`src/shared/sss_pkg.sv`:
```
/*
  Shared constants and types of the packed shift and subtract datapath:
  instruction fields, register offsets, reset values and carriers.
  Assumes a 32-bit instruction word and 64-bit general registers.
*/
package sss_pkg;

  // Instruction fields
  localparam int MAJOR_LSB = 26;
  localparam int SRC1_LSB  = 21;
  localparam int SRC2_LSB  = 16;
  localparam int DEST_LSB  = 11;
  localparam int SUBOP_LSB = 6;
  localparam int FUNC_LSB  = 0;

  // Encodings
  localparam logic [5:0] OP_EXT_MAJOR   = 6'h1f;
  localparam logic [5:0] FUNC_OCT_SHIFT = 6'h17;
  localparam logic [5:0] FUNC_QUAD_SHFT = 6'h13;
  localparam logic [5:0] FUNC_QUAD_ARTH = 6'h10;
  localparam logic [4:0] SUBOP_SHRV_B   = 5'h03;
  localparam logic [4:0] SUBOP_SHRV_H   = 5'h1b;
  localparam logic [4:0] SUBOP_SUB_WRAP = 5'h0b;
  localparam logic [4:0] SUBOP_SUB_SAT  = 5'h0f;

  // Saturation limits
  localparam logic [15:0] SAT_POS = 16'h7fff;
  localparam logic [15:0] SAT_NEG = 16'h8000;

  // Register map, byte addresses
  localparam logic [11:0] ADDR_CTRL   = 12'h000;
  localparam logic [11:0] ADDR_DSPCTL = 12'h004;
  localparam logic [11:0] ADDR_STATUS = 12'h008;

  // Field positions and reset values
  localparam int CTRL_EN_BIT   = 0;
  localparam int CTRL_REV2_BIT = 1;
  localparam int OUFLAG_BIT    = 20;
  localparam logic [31:0] CTRL_RESET   = 32'h0000_0003;
  localparam logic [31:0] DSPCTL_RESET = 32'h0000_0000;

  // Bus encodings
  localparam logic [2:0] HSIZE_WORD = 3'h2;

  typedef enum logic [2:0] {
    OP_NONE    = 3'b000,
    OP_SHR_OB  = 3'b001,
    OP_SHR_PH  = 3'b010,
    OP_SHR_QB  = 3'b011,
    OP_SHR_QH  = 3'b100
  } sss_shift_op_t;

  typedef struct packed {
    logic [31:0] instr;
    logic [63:0] shift_or_first_source;
    logic [63:0] data_or_second_source;
  } sss_issue_t;

  typedef struct packed {
    logic [4:0]  dest;
    logic [63:0] value;
  } sss_result_t;

endpackage

```
`src/hw/sss_shift_unit.sv`:
```
/*
  Lane-wise variable logical right shifter for bytes and halfwords.
  Assumes the caller decodes the operation; purely combinational.
*/
`timescale 1ns/1ns
module sss_shift_unit
  import sss_pkg::*;
(
  input  wire logic [63:0]   data,
  input  wire logic [3:0]    count,
  input  sss_pkg::sss_shift_op_t op,
  output      logic [63:0]   result
);

  function automatic logic [7:0] shr8(input logic [7:0] a,
                                      input logic [2:0] s);
    shr8 = a >> s;
  endfunction

  function automatic logic [15:0] shr16(input logic [15:0] a,
                                        input logic [3:0] s);
    shr16 = a >> s;
  endfunction

  logic [63:0] bytes_r;
  logic [63:0] halves_r;

  always_comb begin
    for (int i = 0; i < 8; i++) begin
      bytes_r[i*8 +: 8] = shr8(data[i*8 +: 8], count[2:0]);
    end
    for (int j = 0; j < 4; j++) begin
      halves_r[j*16 +: 16] = shr16(data[j*16 +: 16], count);
    end
  end

  always_comb begin
    unique case (op)
      OP_SHR_OB: result = bytes_r;
      OP_SHR_QB: result = {{32{bytes_r[31]}}, bytes_r[31:0]};
      OP_SHR_PH: result = {{32{halves_r[31]}}, halves_r[31:0]};
      OP_SHR_QH: result = halves_r;
      default:   result = 64'h0;
    endcase
  end

endmodule

```
`src/hw/sss_sub_unit.sv`:
```
/*
  Q15 halfword-pair subtractor, wrapping or saturating per lane.
  Assumes operands in the low word; purely combinational.
*/
`timescale 1ns/1ns
module sss_sub_unit
  import sss_pkg::*;
(
  input  wire logic [31:0] a,
  input  wire logic [31:0] b,
  input  wire logic        saturate,
  output      logic [63:0] result,
  output      logic        overflow
);

  function automatic logic [16:0] diff17(input logic [15:0] x,
                                         input logic [15:0] y);
    diff17 = {x[15], x} - {y[15], y};
  endfunction

  logic [16:0] d [2];
  logic [15:0] lane [2];
  logic [1:0]  ov;

  always_comb begin
    for (int i = 0; i < 2; i++) begin
      d[i] = diff17(a[i*16 +: 16], b[i*16 +: 16]);
      ov[i] = d[i][16] ^ d[i][15];
      if (saturate && ov[i]) begin
        lane[i] = d[i][16] ? SAT_NEG : SAT_POS;
      end else begin
        lane[i] = d[i][15:0];
      end
    end
    overflow = |ov;
    result = {{32{lane[1][15]}}, lane[1], lane[0]};
  end

endmodule

```
`src/hw/simd_shift_sub_datapath.sv`:
```
/*
  Execution stage for packed variable right shifts and Q15 pair
  subtraction, with an AHB-Lite slave for control, the DSP control
  register and status. Assumes issue logic on the same clock presents
  one instruction with its operand values per cycle and that the
  register file takes the writeback one cycle later.
*/
// Functional notes
// - Eight-byte shift: major 011111, subop 00011, func 010111.
// - Each of eight bytes shifts right alone, zero filled.
// - Eight-byte count is the low three bits of the first source.
// - Halfword-pair shift: major 011111, subop 11011, func 010011.
// - Two low halfwords shift right alone, zero filled.
// - Halfword shifts count with the low four bits, zero to fifteen.
// - Halfword-pair result bit 15 of upper lane fills top 32 bits.
// - Four-byte shift: major 011111, subop 00011, func 010011.
// - Four low bytes shift right alone, zero filled.
// - Four-byte result top bit fills the upper 32 bits.
// - Four-byte count is the low three bits of the first source.
// - Four-halfword shift: major 011111, subop 11011, func 010111.
// - Four halfword lanes shift alone; full 64-bit result, no extension.
// - Wrapping pair subtract: major 011111, subop 01011, func 010000.
// - Saturating pair subtract: major 011111, subop 01111, func 010000.
// - Subtract each low second-source halfword from the first source.
// - Wrapping form writes the wrapped 16-bit difference.
// - Saturating form clamps to 7fff on overflow, 8000 on underflow.
// - Upper lane result sign fills the top 32 destination bits.
// - Any lane overflow sets sticky flag bit 20; hardware never clears.
// - Only reserved or disabled exceptions; none from operand values.
// - Overflow when bit 16 of 17-bit difference differs from bit 15.
`timescale 1ns/1ns
module simd_shift_sub_datapath
  import sss_pkg::*;
#(
  parameter int ADDR_W = 12
) (
  input  wire logic                clock,
  input  wire logic                rst_n,
  input  wire logic                issue_valid,
  input  sss_pkg::sss_issue_t      issue,
  output      logic                wb_valid,
  output sss_pkg::sss_result_t     wb,
  output      logic                exc_reserved,
  output      logic                exc_dsp_disabled,
  output      logic                ouflag,
  input  wire logic                hsel,
  input  wire logic [ADDR_W-1:0]   haddr,
  input  wire logic [1:0]          htrans,
  input  wire logic                hwrite,
  input  wire logic [2:0]          hsize,
  input  wire logic [31:0]         hwdata,
  input  wire logic                hready,
  output      logic                hreadyout,
  output      logic [31:0]         hrdata,
  output      logic                hresp
);

  function automatic logic match(input logic [31:0] ins,
                                 input logic [4:0]  subop,
                                 input logic [5:0]  func);
    match = (ins[MAJOR_LSB +: 6] == OP_EXT_MAJOR) &&
            (ins[SUBOP_LSB +: 5] == subop) &&
            (ins[FUNC_LSB +: 6] == func);
  endfunction

  // Decode
  wire logic dec_ob = match(issue.instr, SUBOP_SHRV_B,
                            FUNC_OCT_SHIFT);
  wire logic dec_ph = match(issue.instr, SUBOP_SHRV_H,
                            FUNC_QUAD_SHFT);
  wire logic dec_qb = match(issue.instr, SUBOP_SHRV_B,
                            FUNC_QUAD_SHFT);
  wire logic dec_qh = match(issue.instr, SUBOP_SHRV_H,
                            FUNC_OCT_SHIFT);
  wire logic dec_sw = match(issue.instr, SUBOP_SUB_WRAP,
                            FUNC_QUAD_ARTH);
  wire logic dec_ss = match(issue.instr, SUBOP_SUB_SAT,
                            FUNC_QUAD_ARTH);

  wire logic dec_shift = dec_ob | dec_ph | dec_qb | dec_qh;
  wire logic dec_sub   = dec_sw | dec_ss;
  wire logic dec_any   = dec_shift | dec_sub;

  // Registers
  logic [31:0] ctrl_q;
  logic [31:0] ctrl_d;
  logic [31:0] dspctl_q;
  logic [31:0] dspctl_d;
  logic [15:0] commit_cnt_q;
  logic        seen_ri_q;
  logic        seen_dis_q;

  // Exceptions depend on the opcode and control bits only
  wire logic rev2_op = dec_ph | dec_qh;
  wire logic ri_hit  = issue_valid & rev2_op &
                       ~ctrl_q[CTRL_REV2_BIT];
  wire logic dis_hit = issue_valid & dec_any & ~ri_hit &
                       ~ctrl_q[CTRL_EN_BIT];
  wire logic commit  = issue_valid & dec_any & ~ri_hit & ~dis_hit;

  // Datapath
  sss_shift_op_t shift_op;
  logic [63:0]   shift_res;
  logic [63:0]   sub_res;
  logic          sub_ovf;

  assign shift_op = dec_ob ? OP_SHR_OB :
                    dec_ph ? OP_SHR_PH :
                    dec_qb ? OP_SHR_QB :
                    dec_qh ? OP_SHR_QH : OP_NONE;

  sss_shift_unit u_shift (
    .data   (issue.data_or_second_source),
    .count  (issue.shift_or_first_source[3:0]),
    .op     (shift_op),
    .result (shift_res)
  );

  sss_sub_unit u_sub (
    .a        (issue.shift_or_first_source[31:0]),
    .b        (issue.data_or_second_source[31:0]),
    .saturate (dec_ss),
    .result   (sub_res),
    .overflow (sub_ovf)
  );

  wire logic [63:0] exec_value = dec_sub ? sub_res : shift_res;
  wire logic [4:0]  exec_dest  = issue.instr[DEST_LSB +: 5];
  wire logic        flag_set   = commit & dec_sub & sub_ovf;

  // Bus slave
  wire logic bus_take  = hsel & hready & htrans[1];
  wire logic bus_wr_ok = bus_take & hwrite & (hsize == HSIZE_WORD);
  logic              wr_pend_q;
  logic [ADDR_W-1:0] wr_addr_q;

  wire logic wr_ctrl   = wr_pend_q && (wr_addr_q == ADDR_W'(ADDR_CTRL));
  wire logic wr_dspctl = wr_pend_q &&
                         (wr_addr_q == ADDR_W'(ADDR_DSPCTL));

  wire logic [31:0] status_word = {commit_cnt_q, 14'h0,
                                   seen_ri_q, seen_dis_q};
  wire logic [31:0] rd_word =
    (haddr == ADDR_W'(ADDR_CTRL))   ? ctrl_q   :
    (haddr == ADDR_W'(ADDR_DSPCTL)) ? dspctl_q :
    (haddr == ADDR_W'(ADDR_STATUS)) ? status_word : 32'h0;

  // Software write to the flag loses to a hardware set
  always_comb begin
    ctrl_d = wr_ctrl ? hwdata : ctrl_q;
    dspctl_d = wr_dspctl ? hwdata : dspctl_q;
    if (flag_set) begin
      dspctl_d[OUFLAG_BIT] = 1'b1;
    end
  end

  always_ff @(posedge clock or negedge rst_n) begin
    if (!rst_n) begin
      wr_pend_q <= 1'b0;
      wr_addr_q <= '0;
      hrdata    <= 32'h0;
      hreadyout <= 1'b0;
      hresp     <= 1'b0;
    end else begin
      wr_pend_q <= bus_wr_ok;
      wr_addr_q <= bus_take ? haddr : wr_addr_q;
      hrdata    <= (bus_take && !hwrite) ? rd_word : 32'h0;
      hreadyout <= 1'b1;
      hresp     <= 1'b0;
    end
  end

  always_ff @(posedge clock or negedge rst_n) begin
    if (!rst_n) begin
      ctrl_q   <= CTRL_RESET;
      dspctl_q <= DSPCTL_RESET;
      ouflag   <= 1'b0;
    end else begin
      ctrl_q   <= ctrl_d;
      dspctl_q <= dspctl_d;
      ouflag   <= dspctl_d[OUFLAG_BIT];
    end
  end

  // Writeback stage
  always_ff @(posedge clock or negedge rst_n) begin
    if (!rst_n) begin
      wb_valid         <= 1'b0;
      wb               <= '0;
      exc_reserved     <= 1'b0;
      exc_dsp_disabled <= 1'b0;
    end else begin
      wb_valid         <= commit;
      wb               <= commit ? {exec_dest, exec_value} : wb;
      exc_reserved     <= ri_hit;
      exc_dsp_disabled <= dis_hit;
    end
  end

  always_ff @(posedge clock or negedge rst_n) begin
    if (!rst_n) begin
      commit_cnt_q <= 16'h0;
      seen_ri_q    <= 1'b0;
      seen_dis_q   <= 1'b0;
    end else begin
      commit_cnt_q <= commit_cnt_q + 16'(commit);
      seen_ri_q    <= seen_ri_q | ri_hit;
      seen_dis_q   <= seen_dis_q | dis_hit;
    end
  end

  // Checks
  property p_ob_lane;
    @(posedge clock) disable iff (!rst_n)
    (commit && dec_ob) |=>
      (wb.value[63:56] == ($past(issue.data_or_second_source[63:56])
        >> $past(issue.shift_or_first_source[2:0])));
  endproperty
  a_ob_lane: assert property (p_ob_lane)
    else $error("eight-byte lane shift wrong");

  property p_ob_decode;
    @(posedge clock) disable iff (!rst_n)
    (issue_valid && ctrl_q[CTRL_EN_BIT] &&
     issue.instr[31:26] == 6'h1f && issue.instr[10:6] == 5'h03 &&
     issue.instr[5:0] == 6'h17) |=>
      wb_valid && wb.dest == $past(issue.instr[15:11]);
  endproperty
  a_ob_decode: assert property (p_ob_decode)
    else $error("eight-byte shift not committed");

  property p_ph_ext;
    @(posedge clock) disable iff (!rst_n)
    (commit && dec_ph) |=>
      wb.value[63:32] == {32{wb.value[31]}} &&
      wb.value[15:0] == ($past(issue.data_or_second_source[15:0])
        >> $past(issue.shift_or_first_source[3:0]));
  endproperty
  a_ph_ext: assert property (p_ph_ext)
    else $error("halfword pair result wrong");

  property p_qb_ext;
    @(posedge clock) disable iff (!rst_n)
    (commit && dec_qb) |=>
      wb.value[63:32] == {32{wb.value[31]}} &&
      wb.value[31:24] == ($past(issue.data_or_second_source[31:24])
        >> $past(issue.shift_or_first_source[2:0]));
  endproperty
  a_qb_ext: assert property (p_qb_ext)
    else $error("four-byte result wrong");

  property p_qh_full;
    @(posedge clock) disable iff (!rst_n)
    (commit && dec_qh) |=>
      wb.value[63:48] == ($past(issue.data_or_second_source[63:48])
        >> $past(issue.shift_or_first_source[3:0]));
  endproperty
  a_qh_full: assert property (p_qh_full)
    else $error("four-halfword top lane wrong");

  property p_wrap;
    @(posedge clock) disable iff (!rst_n)
    (commit && dec_sw) |=>
      wb.value[15:0] == 16'($past(issue.shift_or_first_source[15:0])
        - $past(issue.data_or_second_source[15:0]));
  endproperty
  a_wrap: assert property (p_wrap)
    else $error("wrapping difference wrong");

  property p_sat_pos;
    @(posedge clock) disable iff (!rst_n)
    (commit && dec_ss && issue.shift_or_first_source[15:0] == 16'h7fff &&
     issue.data_or_second_source[15:0] == 16'hffff) |=>
      wb.value[15:0] == 16'h7fff;
  endproperty
  a_sat_pos: assert property (p_sat_pos)
    else $error("positive clamp missing");

  property p_sat_neg;
    @(posedge clock) disable iff (!rst_n)
    (commit && dec_ss && issue.shift_or_first_source[31:16] == 16'h8000
     && issue.data_or_second_source[31:16] == 16'h0001) |=>
      wb.value[31:16] == 16'h8000;
  endproperty
  a_sat_neg: assert property (p_sat_neg)
    else $error("negative clamp missing");

  property p_sub_ext;
    @(posedge clock) disable iff (!rst_n)
    (commit && dec_sub) |=> wb.value[63:32] == {32{wb.value[31]}};
  endproperty
  a_sub_ext: assert property (p_sub_ext)
    else $error("subtract sign extension wrong");

  property p_ob_count;
    @(posedge clock) disable iff (!rst_n)
    (commit && dec_ob) |=>
      wb.value[7:0] == ($past(issue.data_or_second_source[7:0])
        >> $past(issue.shift_or_first_source[2:0]));
  endproperty
  a_ob_count: assert property (p_ob_count)
    else $error("eight-byte count wrong");

  property p_flag_set;
    @(posedge clock) disable iff (!rst_n)
    (commit && dec_sw && issue.shift_or_first_source[31:16] == 16'h8000
     && issue.data_or_second_source[31:16] == 16'h0001) |=>
      ouflag && dspctl_q[20];
  endproperty
  a_flag_set: assert property (p_flag_set)
    else $error("overflow flag not set");

  property p_flag_sticky;
    @(posedge clock) disable iff (!rst_n)
    (dspctl_q[20] && !wr_dspctl) |=> dspctl_q[20] [*1];
  endproperty
  a_flag_sticky: assert property (p_flag_sticky)
    else $error("overflow flag dropped");

  property p_flag_hold;
    @(posedge clock) disable iff (!rst_n)
    (!commit && !wr_dspctl) |=> dspctl_q == $past(dspctl_q);
  endproperty
  a_flag_hold: assert property (p_flag_hold)
    else $error("control register changed without cause");

  property p_no_data_exc;
    @(posedge clock) disable iff (!rst_n)
    (issue_valid && dec_any && ctrl_q[0] && ctrl_q[1]) |=>
      !exc_reserved && !exc_dsp_disabled && wb_valid;
  endproperty
  a_no_data_exc: assert property (p_no_data_exc)
    else $error("exception raised on enabled op");

  property p_dis_exc;
    @(posedge clock) disable iff (!rst_n)
    (issue_valid && dec_sub && !ctrl_q[0]) |=>
      exc_dsp_disabled && !wb_valid;
  endproperty
  a_dis_exc: assert property (p_dis_exc)
    else $error("disabled exception missing");

  property p_rsv_exc;
    @(posedge clock) disable iff (!rst_n)
    (issue_valid && (dec_ph || dec_qh) && !ctrl_q[1]) |=>
      exc_reserved && !exc_dsp_disabled && !wb_valid;
  endproperty
  a_rsv_exc: assert property (p_rsv_exc)
    else $error("reserved exception missing");

endmodule

```
`config.mk`:
```
export PLATFORM = sky130hd
export DESIGN_NAME = simd_shift_sub_datapath
export DESIGN_NICKNAME = d
export VERILOG_FILES = /design/src/shared/sss_pkg.sv /design/src/hw/sss_shift_unit.sv /design/src/hw/sss_sub_unit.sv /design/src/hw/simd_shift_sub_datapath.sv
export SDC_FILE = /design/constraint.sdc
export NUM_CORES = 1
export LEC_CHECK = 0
export ABC_AREA = 1
export BUFFER_PORTS_ARGS = -buffer_cell sky130_fd_sc_hd__buf_4
export CORE_MARGIN = 2
export CORE_UTILIZATION = 40
export CTS_BUF_LIST = sky130_fd_sc_hd__clkbuf_4 sky130_fd_sc_hd__clkbuf_8
export DETAILED_ROUTE_END_ITERATION = 10
export GPL_TIMING_DRIVEN = 0
export SLEW_MARGIN = 20
export SYNTH_ARGS = -nofsm -noshare
export SYNTH_HDL_FRONTEND = slang
export SYNTH_SLANG_ARGS = --single-unit
```
`constraint.sdc`:
```
create_clock -name clock -period 8.1 [get_ports clock]
set_clock_uncertainty 0.1 [all_clocks]
set_input_delay 1.215 -clock clock [delete_from_list [all_inputs] [get_ports clock]]
set_output_delay 1.215 -clock clock [all_outputs]
set_load 0.01 [all_outputs]
```
After elaboration in Yosys (flattened, before gate mapping). Index checks and enable logic that the tools add are counted.

Register bits after elaboration: 200. Logic and storage cells: 108. Output and inout bits: 107.

Bitwise operators: 26. Eq/ne operators: 16. Shift-type cells: 12. Add/subtract/negate cells: 3. Mux-type cells: 16. Reductions and logical operators: 20.

Operator list (count): one-hot mux 64 bit (4 select lines) (1); 2-to-1 mux 32 bit (4); 2-to-1 mux 16 bit (4); 2-to-1 mux 64 bit (1); >> shifter 16 x 4 -> 16 bit (4); >> shifter 8 x 3 -> 8 bit (8); subtractor 16 x 16 -> 17 bit (2); == test 12 x 3 -> 1 bit (second input constant) (2); == test 6 x 5 -> 1 bit (second input constant) (4); zero test 12 bit (2); 2-to-1 mux 21 bit (1); adder 16 x 1 -> 16 bit (1); logical AND 1 bit (15); bitwise AND 1 bit (12); == test 12 x 4 -> 1 bit (second input constant) (1); 2-to-1 mux 3 bit (4); == test 5 x 4 -> 1 bit (second input constant) (2); == test 3 x 2 -> 1 bit (second input constant) (3); OR 1 bit (8); == test 5 x 2 -> 1 bit (second input constant) (1); == test 5 bit (second input constant) (1); NOT 1 bit (4); == test 3 x 1 -> 1 bit (second input constant) (1); == test 3 bit (second input constant) (1); 5 further kinds (6).

Depth between registers and ports, before layout.
Depth after elaboration: 15. Mapped depth: 21. Depth with buffers taken out: 20.

Hierarchy. A second synthesis with hierarchy kept.

Cell total of the unflattened synthesis: 2311. Area total of the unflattened synthesis: 15026.9 µm².

By module, submodules not included: simd_shift_sub_datapath (area each 9221.3 µm², cells an instance 1137, times used 1); sss_shift_unit (area each 3246.9 µm², cells an instance 730, times used 1); sss_sub_unit (area each 2558.7 µm², cells an instance 444, times used 1).

Worst setup path after synthesis. Ideal clock, no wire load.

Path kind: input to register. Start point: input issue[132] in the netlist's numbering. End point: register commit_cnt_q[14]. Library setup time: 0.079 ns. Arrival: 3.825 ns. Path slack: 4.096 ns. Stages on the path: 20. Required time: 7.921 ns. Cell sequence: inv_1 -> nor2_1 -> nand3_1 -> nor2_2 -> o21ai_2 -> nor2_4 -> nor2_2 -> nand3_2 -> inv_1 -> ha_1 -> ha_1 -> nand2_1 -> nor2_1 -> nand3_1 -> nor3b_1 -> nand3_1 -> nor2_1 -> nand2_1 -> nor3_1 -> xor2_1.

Elaborated cells between the ends (all ways): 24. Those cells by class: add/sub (1); eq/ne (3); bitwise (14); reduce/logical (6).

RTL lines: start, declared (line simd_shift_sub_datapath.sv:40) `input sss_pkg::sss_issue_t issue,`; == test 6 x 5 -> 1 bit (line simd_shift_sub_datapath.sv:63) `(ins[FUNC_LSB +: 6] == func);`; logical AND 1 bit (line simd_shift_sub_datapath.sv:62) `(ins[SUBOP_LSB +: 5] == subop) &&`; OR 1 bit * (line simd_shift_sub_datapath.sv:94) `wire logic rev2_op = dec_ph | dec_qh;`; bitwise AND 1 bit * (2 in a row) (line simd_shift_sub_datapath.sv:95) `wire logic ri_hit = issue_valid & rev2_op &`; net ri_hit (line simd_shift_sub_datapath.sv:95); NOT 1 bit * (line simd_shift_sub_datapath.sv:97, simd_shift_sub_datapath.sv:99); bitwise AND 1 bit * (line simd_shift_sub_datapath.sv:97, simd_shift_sub_datapath.sv:99); bitwise AND 1 bit (line simd_shift_sub_datapath.sv:97) `wire logic dis_hit = issue_valid & dec_any & ~ri_hit &`; NOT 1 bit (line simd_shift_sub_datapath.sv:99) `wire logic commit = issue_valid & dec_any & ~ri_hit & ~dis_hit;`; bitwise AND 1 bit * (line simd_shift_sub_datapath.sv:99); net commit (line simd_shift_sub_datapath.sv:99); adder 16 x 1 -> 16 bit * (line simd_shift_sub_datapath.sv:206) `commit_cnt_q <= commit_cnt_q + 16'(commit);`; end signal, assigned (line simd_shift_sub_datapath.sv:206); end, declared (line simd_shift_sub_datapath.sv:89) `logic [15:0] commit_cnt_q;`.

The timed path passes the listed nets; every way through them passes the cells marked *. A chain may end at the register's enable or synchronous reset.

Worst setup path in the final report.
Start point: input issue[65] in the netlist's numbering. End point: register wb[6] in the netlist's numbering.

Cells in the longest elaborated chain, start to end: 5. Elaborated cells between the ends (all ways): 9. Those cells by class: add/sub (1); shift (2); mux (4); bitwise (1); reduce/logical (1).

Ends and longest elaborated chain: subtractor 16 x 16 -> 17 bit (line sss_sub_unit.sv:18) `diff17 = {x[15], x} - {y[15], y};`; XOR 1 bit (line sss_sub_unit.sv:28) `ov[i] = d[i][16] ^ d[i][15];`; logical AND 1 bit (line sss_sub_unit.sv:29) `if (saturate && ov[i]) begin`; 2-to-1 mux 16 bit (line sss_sub_unit.sv:29); 2-to-1 mux 64 bit * (line simd_shift_sub_datapath.sv:127) `wire logic [63:0] exec_value = dec_sub ? sub_res : shift_res;`; end signal, assigned (line simd_shift_sub_datapath.sv:194) `wb <= commit ? {exec_dest, exec_value} : wb;`; end, declared (line simd_shift_sub_datapath.sv:42) `output sss_pkg::sss_result_t wb,`.

Every way passes the cells marked *; elsewhere a longest branch is shown, timed or not.

==> impl_summary.log <==
INFO  metric cp-end-kind = register
INFO  metric dieArea = 36600 sq um
INFO  metric p_leak = 9.52 nW
INFO  metric synth_cell_types = 52
INFO  metric max-cap-violations = 0
INFO  metric avgSynthCellArea = 6.41 sq um
INFO  metric routed-via-count = 15.4k
INFO  metric mostFrequentLayoutCell = sky130_fd_sc_hd__nand2_1
INFO  metric setup-tns-final = 0 ps
INFO  metric rsz0062_at_grt = no
INFO  metric number_of_global_route_vias_before_repair = 14.9k
INFO  metric routed_wl = 54.7 mm
INFO  metric worstPathMaxFanout = 10
INFO  metric mappedNetlistArea = 14000 sq um
INFO  metric post_layout_nonfiller_instances = 2955
INFO  metric timing_max_transition_violations_final = 0
INFO  metric resized_cells_post_cts = 0
INFO  metric worst_slew_pin_slew = 774 ps
INFO  metric drt.antenna.violating_nets = 0
INFO  metric synth_fp_nets = 2441
INFO  metric setup_ws = 3600 ps
INFO  metric post-route-period-util = 55.6%
INFO  metric cts_made_buffers = 17
INFO  metric clk_path_buf_depth = 2
INFO  metric setup.reg_to_reg.worst_slack = 4710 ps
INFO  metric cts_tree = yes
INFO  metric grt_start_max_net_pins = 97
INFO  metric post_synthesis_sequential_element_count = 200
INFO  metric postSynthCellCount = 2190
INFO  metric type_of_the_worst_setup_path = in2reg
INFO  metric first_pass_iters = 5
INFO  metric die_width = 191 um
INFO  metric setup-violations-final = 0
INFO  metric global_route_usage_over_all_layers = 30.2%
INFO  metric final.min_clock_period = 4500 ps
INFO  metric fp-row-count = 68
INFO  metric max_freq = 0.222 GHz
INFO  metric synth_warnings = 0
INFO  metric synthArstFlopShare = 100%
INFO  metric antenna-diode-count = 0
INFO  metric route.detailed.vias_per_inst = 5.21
INFO  metric outcome = complete, no violations
INFO  metric worst_ir_drop_on_vdd = 0.000117 V
INFO  metric cts_hold_buf = 0
INFO  metric grt_antenna_before_repair = 0
INFO  metric detail_route.drc_violations = 0
INFO  metric detailedPlacementHpwl = 44.3 mm
INFO  metric first_pass_grt_wire_length = 84.4 mm
INFO  metric worst_r2r_endpoint = commit_cnt_q[14]
INFO  metric cp.arrival = 4810 ps
INFO  metric required_time_reported_for_the_critical_path_endpoint = 8410 ps
INFO  metric fp.coreArea = 34500 sq um
INFO  metric worstSkewPairLatency = 520 ps
INFO  metric synth_enable_flop_cells = 0
INFO  metric drt-wirelength-per-cell = 18.5 um
INFO  metric power_per_cell_area = 128 nW/um^2
INFO  metric place.detailed.instances = 2923
INFO  metric ys_seq_area_share = 35.7%
INFO  metric drive_gt1_share = 15.8%
INFO  metric layout.cells.most_common_list = 926 x sky130_fd_sc_hd__nand2_1, 279 x sky130_fd_sc_hd__buf_4, 198 x sky130_fd_sc_hd__dfrtp_1
INFO  metric clk_pin_slew = 110 ps
INFO  metric timing_hold_violations_final = 0
INFO  metric min_path_type = reg2reg
INFO  metric num-nets-final = 2738
INFO  metric dpl_worst_slack = 3150 ps
INFO  metric die-height = 191 um
INFO  metric postCtsSetupBuffers = 0
INFO  metric crit_start = issue[65]
INFO  metric crit_path_end = wb[6]
INFO  metric start_util = 40.7%
INFO  metric drtIter0Drc = 1382
INFO  metric critical_path.startpoint_type = primary input
INFO  metric gpl.final_weighted_congestion = 0.987
INFO  metric syn_to_final_growth = 22.2%
INFO  metric startpoint_of_the_lowest_slack_register_to_register_path = ctrl_q[1]
INFO  metric reg2reg_depth = 17
INFO  metric numPortBuffers = 276
INFO  metric total_number_of_h_tree_levels = 4
INFO  metric root_buffer = sky130_fd_sc_hd__clkbuf_8
INFO  metric io-pin-count = 322
INFO  metric grt_remaining_overflow = 0
INFO  metric maxSlewHeadroom = 48.4%
INFO  metric clock_sink_count = 200
INFO  metric dominantRegCellSynth = sky130_fd_sc_hd__dfrtp_1
==> worst min-delay path by stage <==
stage,start,end,slack (ps),cells past startpoint
final,commit_cnt_q[15],commit_cnt_q[15],380,1
after global routing,rst_n,wb[48],370,1
after CTS,rst_n,wb[14],360,1
after detailed placement,seen_dis_q,seen_dis_q,360,1
after global placement,seen_dis_q,seen_dis_q,350,1
after floorplan,seen_dis_q,seen_dis_q,340,1
==> cells in the mapped netlist, drive strengths merged, types with 2 or more instances <==
library cell,number,share of area [%]
buf,42,1.6
a211oi,17,0.91
nand3,132,4.8
dfstp,2,0.37
fa,2,0.29
nand4,9,0.51
o31ai,6,0.32
and2,7,0.31
xor2,22,1.4
a221oi,2,0.12
nor4,2,0.089
xnor2,13,0.81
conb,2,0.053
nor3,40,1.6
clkbuf,66,1.8
nand2,930,25
or2,22,0.98
inv,189,5.1
mux2i,2,0.14
o21ai,168,6.0
dfrtp,198,35
o211ai,19,1.0
nor2,144,4.0
a31oi,7,0.31
and3,4,0.18
clkinv,4,0.11
a21oi,95,3.4
ha,34,3.0
==> state kept, by name, summed over array words and instances (netlist names), 12 cells and up <==
signal	cells
dspctl_q	31
commit_cnt_q	16
wr_addr_q	12
ctrl_q	32
hrdata	32
wb	69
==> per-layer routing <==
layer,track usage (%),share of wire [%]
met5,0,0
met1,41.3,45
met2,48.9,46
met4,9.73,3.0
met3,4.39,6.0
==> critical path, cell delays in order <==
cell and delay (ps):
sky130_fd_sc_hd__buf_4 110, sky130_fd_sc_hd__buf_2 210, sky130_fd_sc_hd__inv_2 150, sky130_fd_sc_hd__buf_2 260
sky130_fd_sc_hd__buf_1 580, sky130_fd_sc_hd__fa_1 350, sky130_fd_sc_hd__inv_1 60, sky130_fd_sc_hd__nand3_1 60
sky130_fd_sc_hd__nand2_1 110, sky130_fd_sc_hd__nand2_1 80, sky130_fd_sc_hd__nand2_1 130, sky130_fd_sc_hd__nand2_1 170
sky130_fd_sc_hd__nand2_1 80, sky130_fd_sc_hd__nand2_1 70, sky130_fd_sc_hd__nand2_1 180, sky130_fd_sc_hd__nand2_1 130
sky130_fd_sc_hd__nand3_1 210, sky130_fd_sc_hd__buf_4 270, sky130_fd_sc_hd__nand2_1 150, sky130_fd_sc_hd__nand2_1 70
sky130_fd_sc_hd__nand2_1 80, sky130_fd_sc_hd__nand2_1 60
==> power by group <==
group          internal (mW)  total, mW  switching, mW  leakage [nW]
registers               1.01       1.02        0.00766          2.42
clock network          0.244      0.662          0.418         0.209
logic                  0.178      0.509          0.331          6.89
==> through the flow <==
step                utilization [%]  hold WS (ps)  cell area [sq um]  total power [mW]
finish                         49.7           383              17200              2.19
global route                   49.7           372              17200              2.30
CTS                            49.7           364              17200              2.20
detailed placement             48.5           357              16700              1.54
global placement               48.3           351              16700              1.53
floorplan                         -           340              14000              1.32
==> kinds of logic after synthesis <==
| kind of cell | Yosys count | share of synthesized area (%) |
|---|---|---|
| multiplexers | 3 | 0.223 |
| XOR/XNOR | 35 | 2.18 |
| AND/OR/NAND/NOR | 1294 | 37.6 |
| AO/OA/AOI/OAI | 319 | 12.3 |
| flip-flops | 200 | 35.7 |
| other | 2 | 0.0535 |
| adder cells (fa/ha/maj) | 36 | 3.31 |
| buffers and inverters | 301 | 8.58 |
==> cell type report <==
type,instances,area (sq um)
fillers,3668,17400
multi-input cells,1689,7830
flip-flops and latches,200,5010
repair buffers,278,2130
inverters,193,727
well taps,455,569
plain buffers,108,478
clock buffers,18,248
clock inverters,14,173
(Power assumes the default switching activity.)
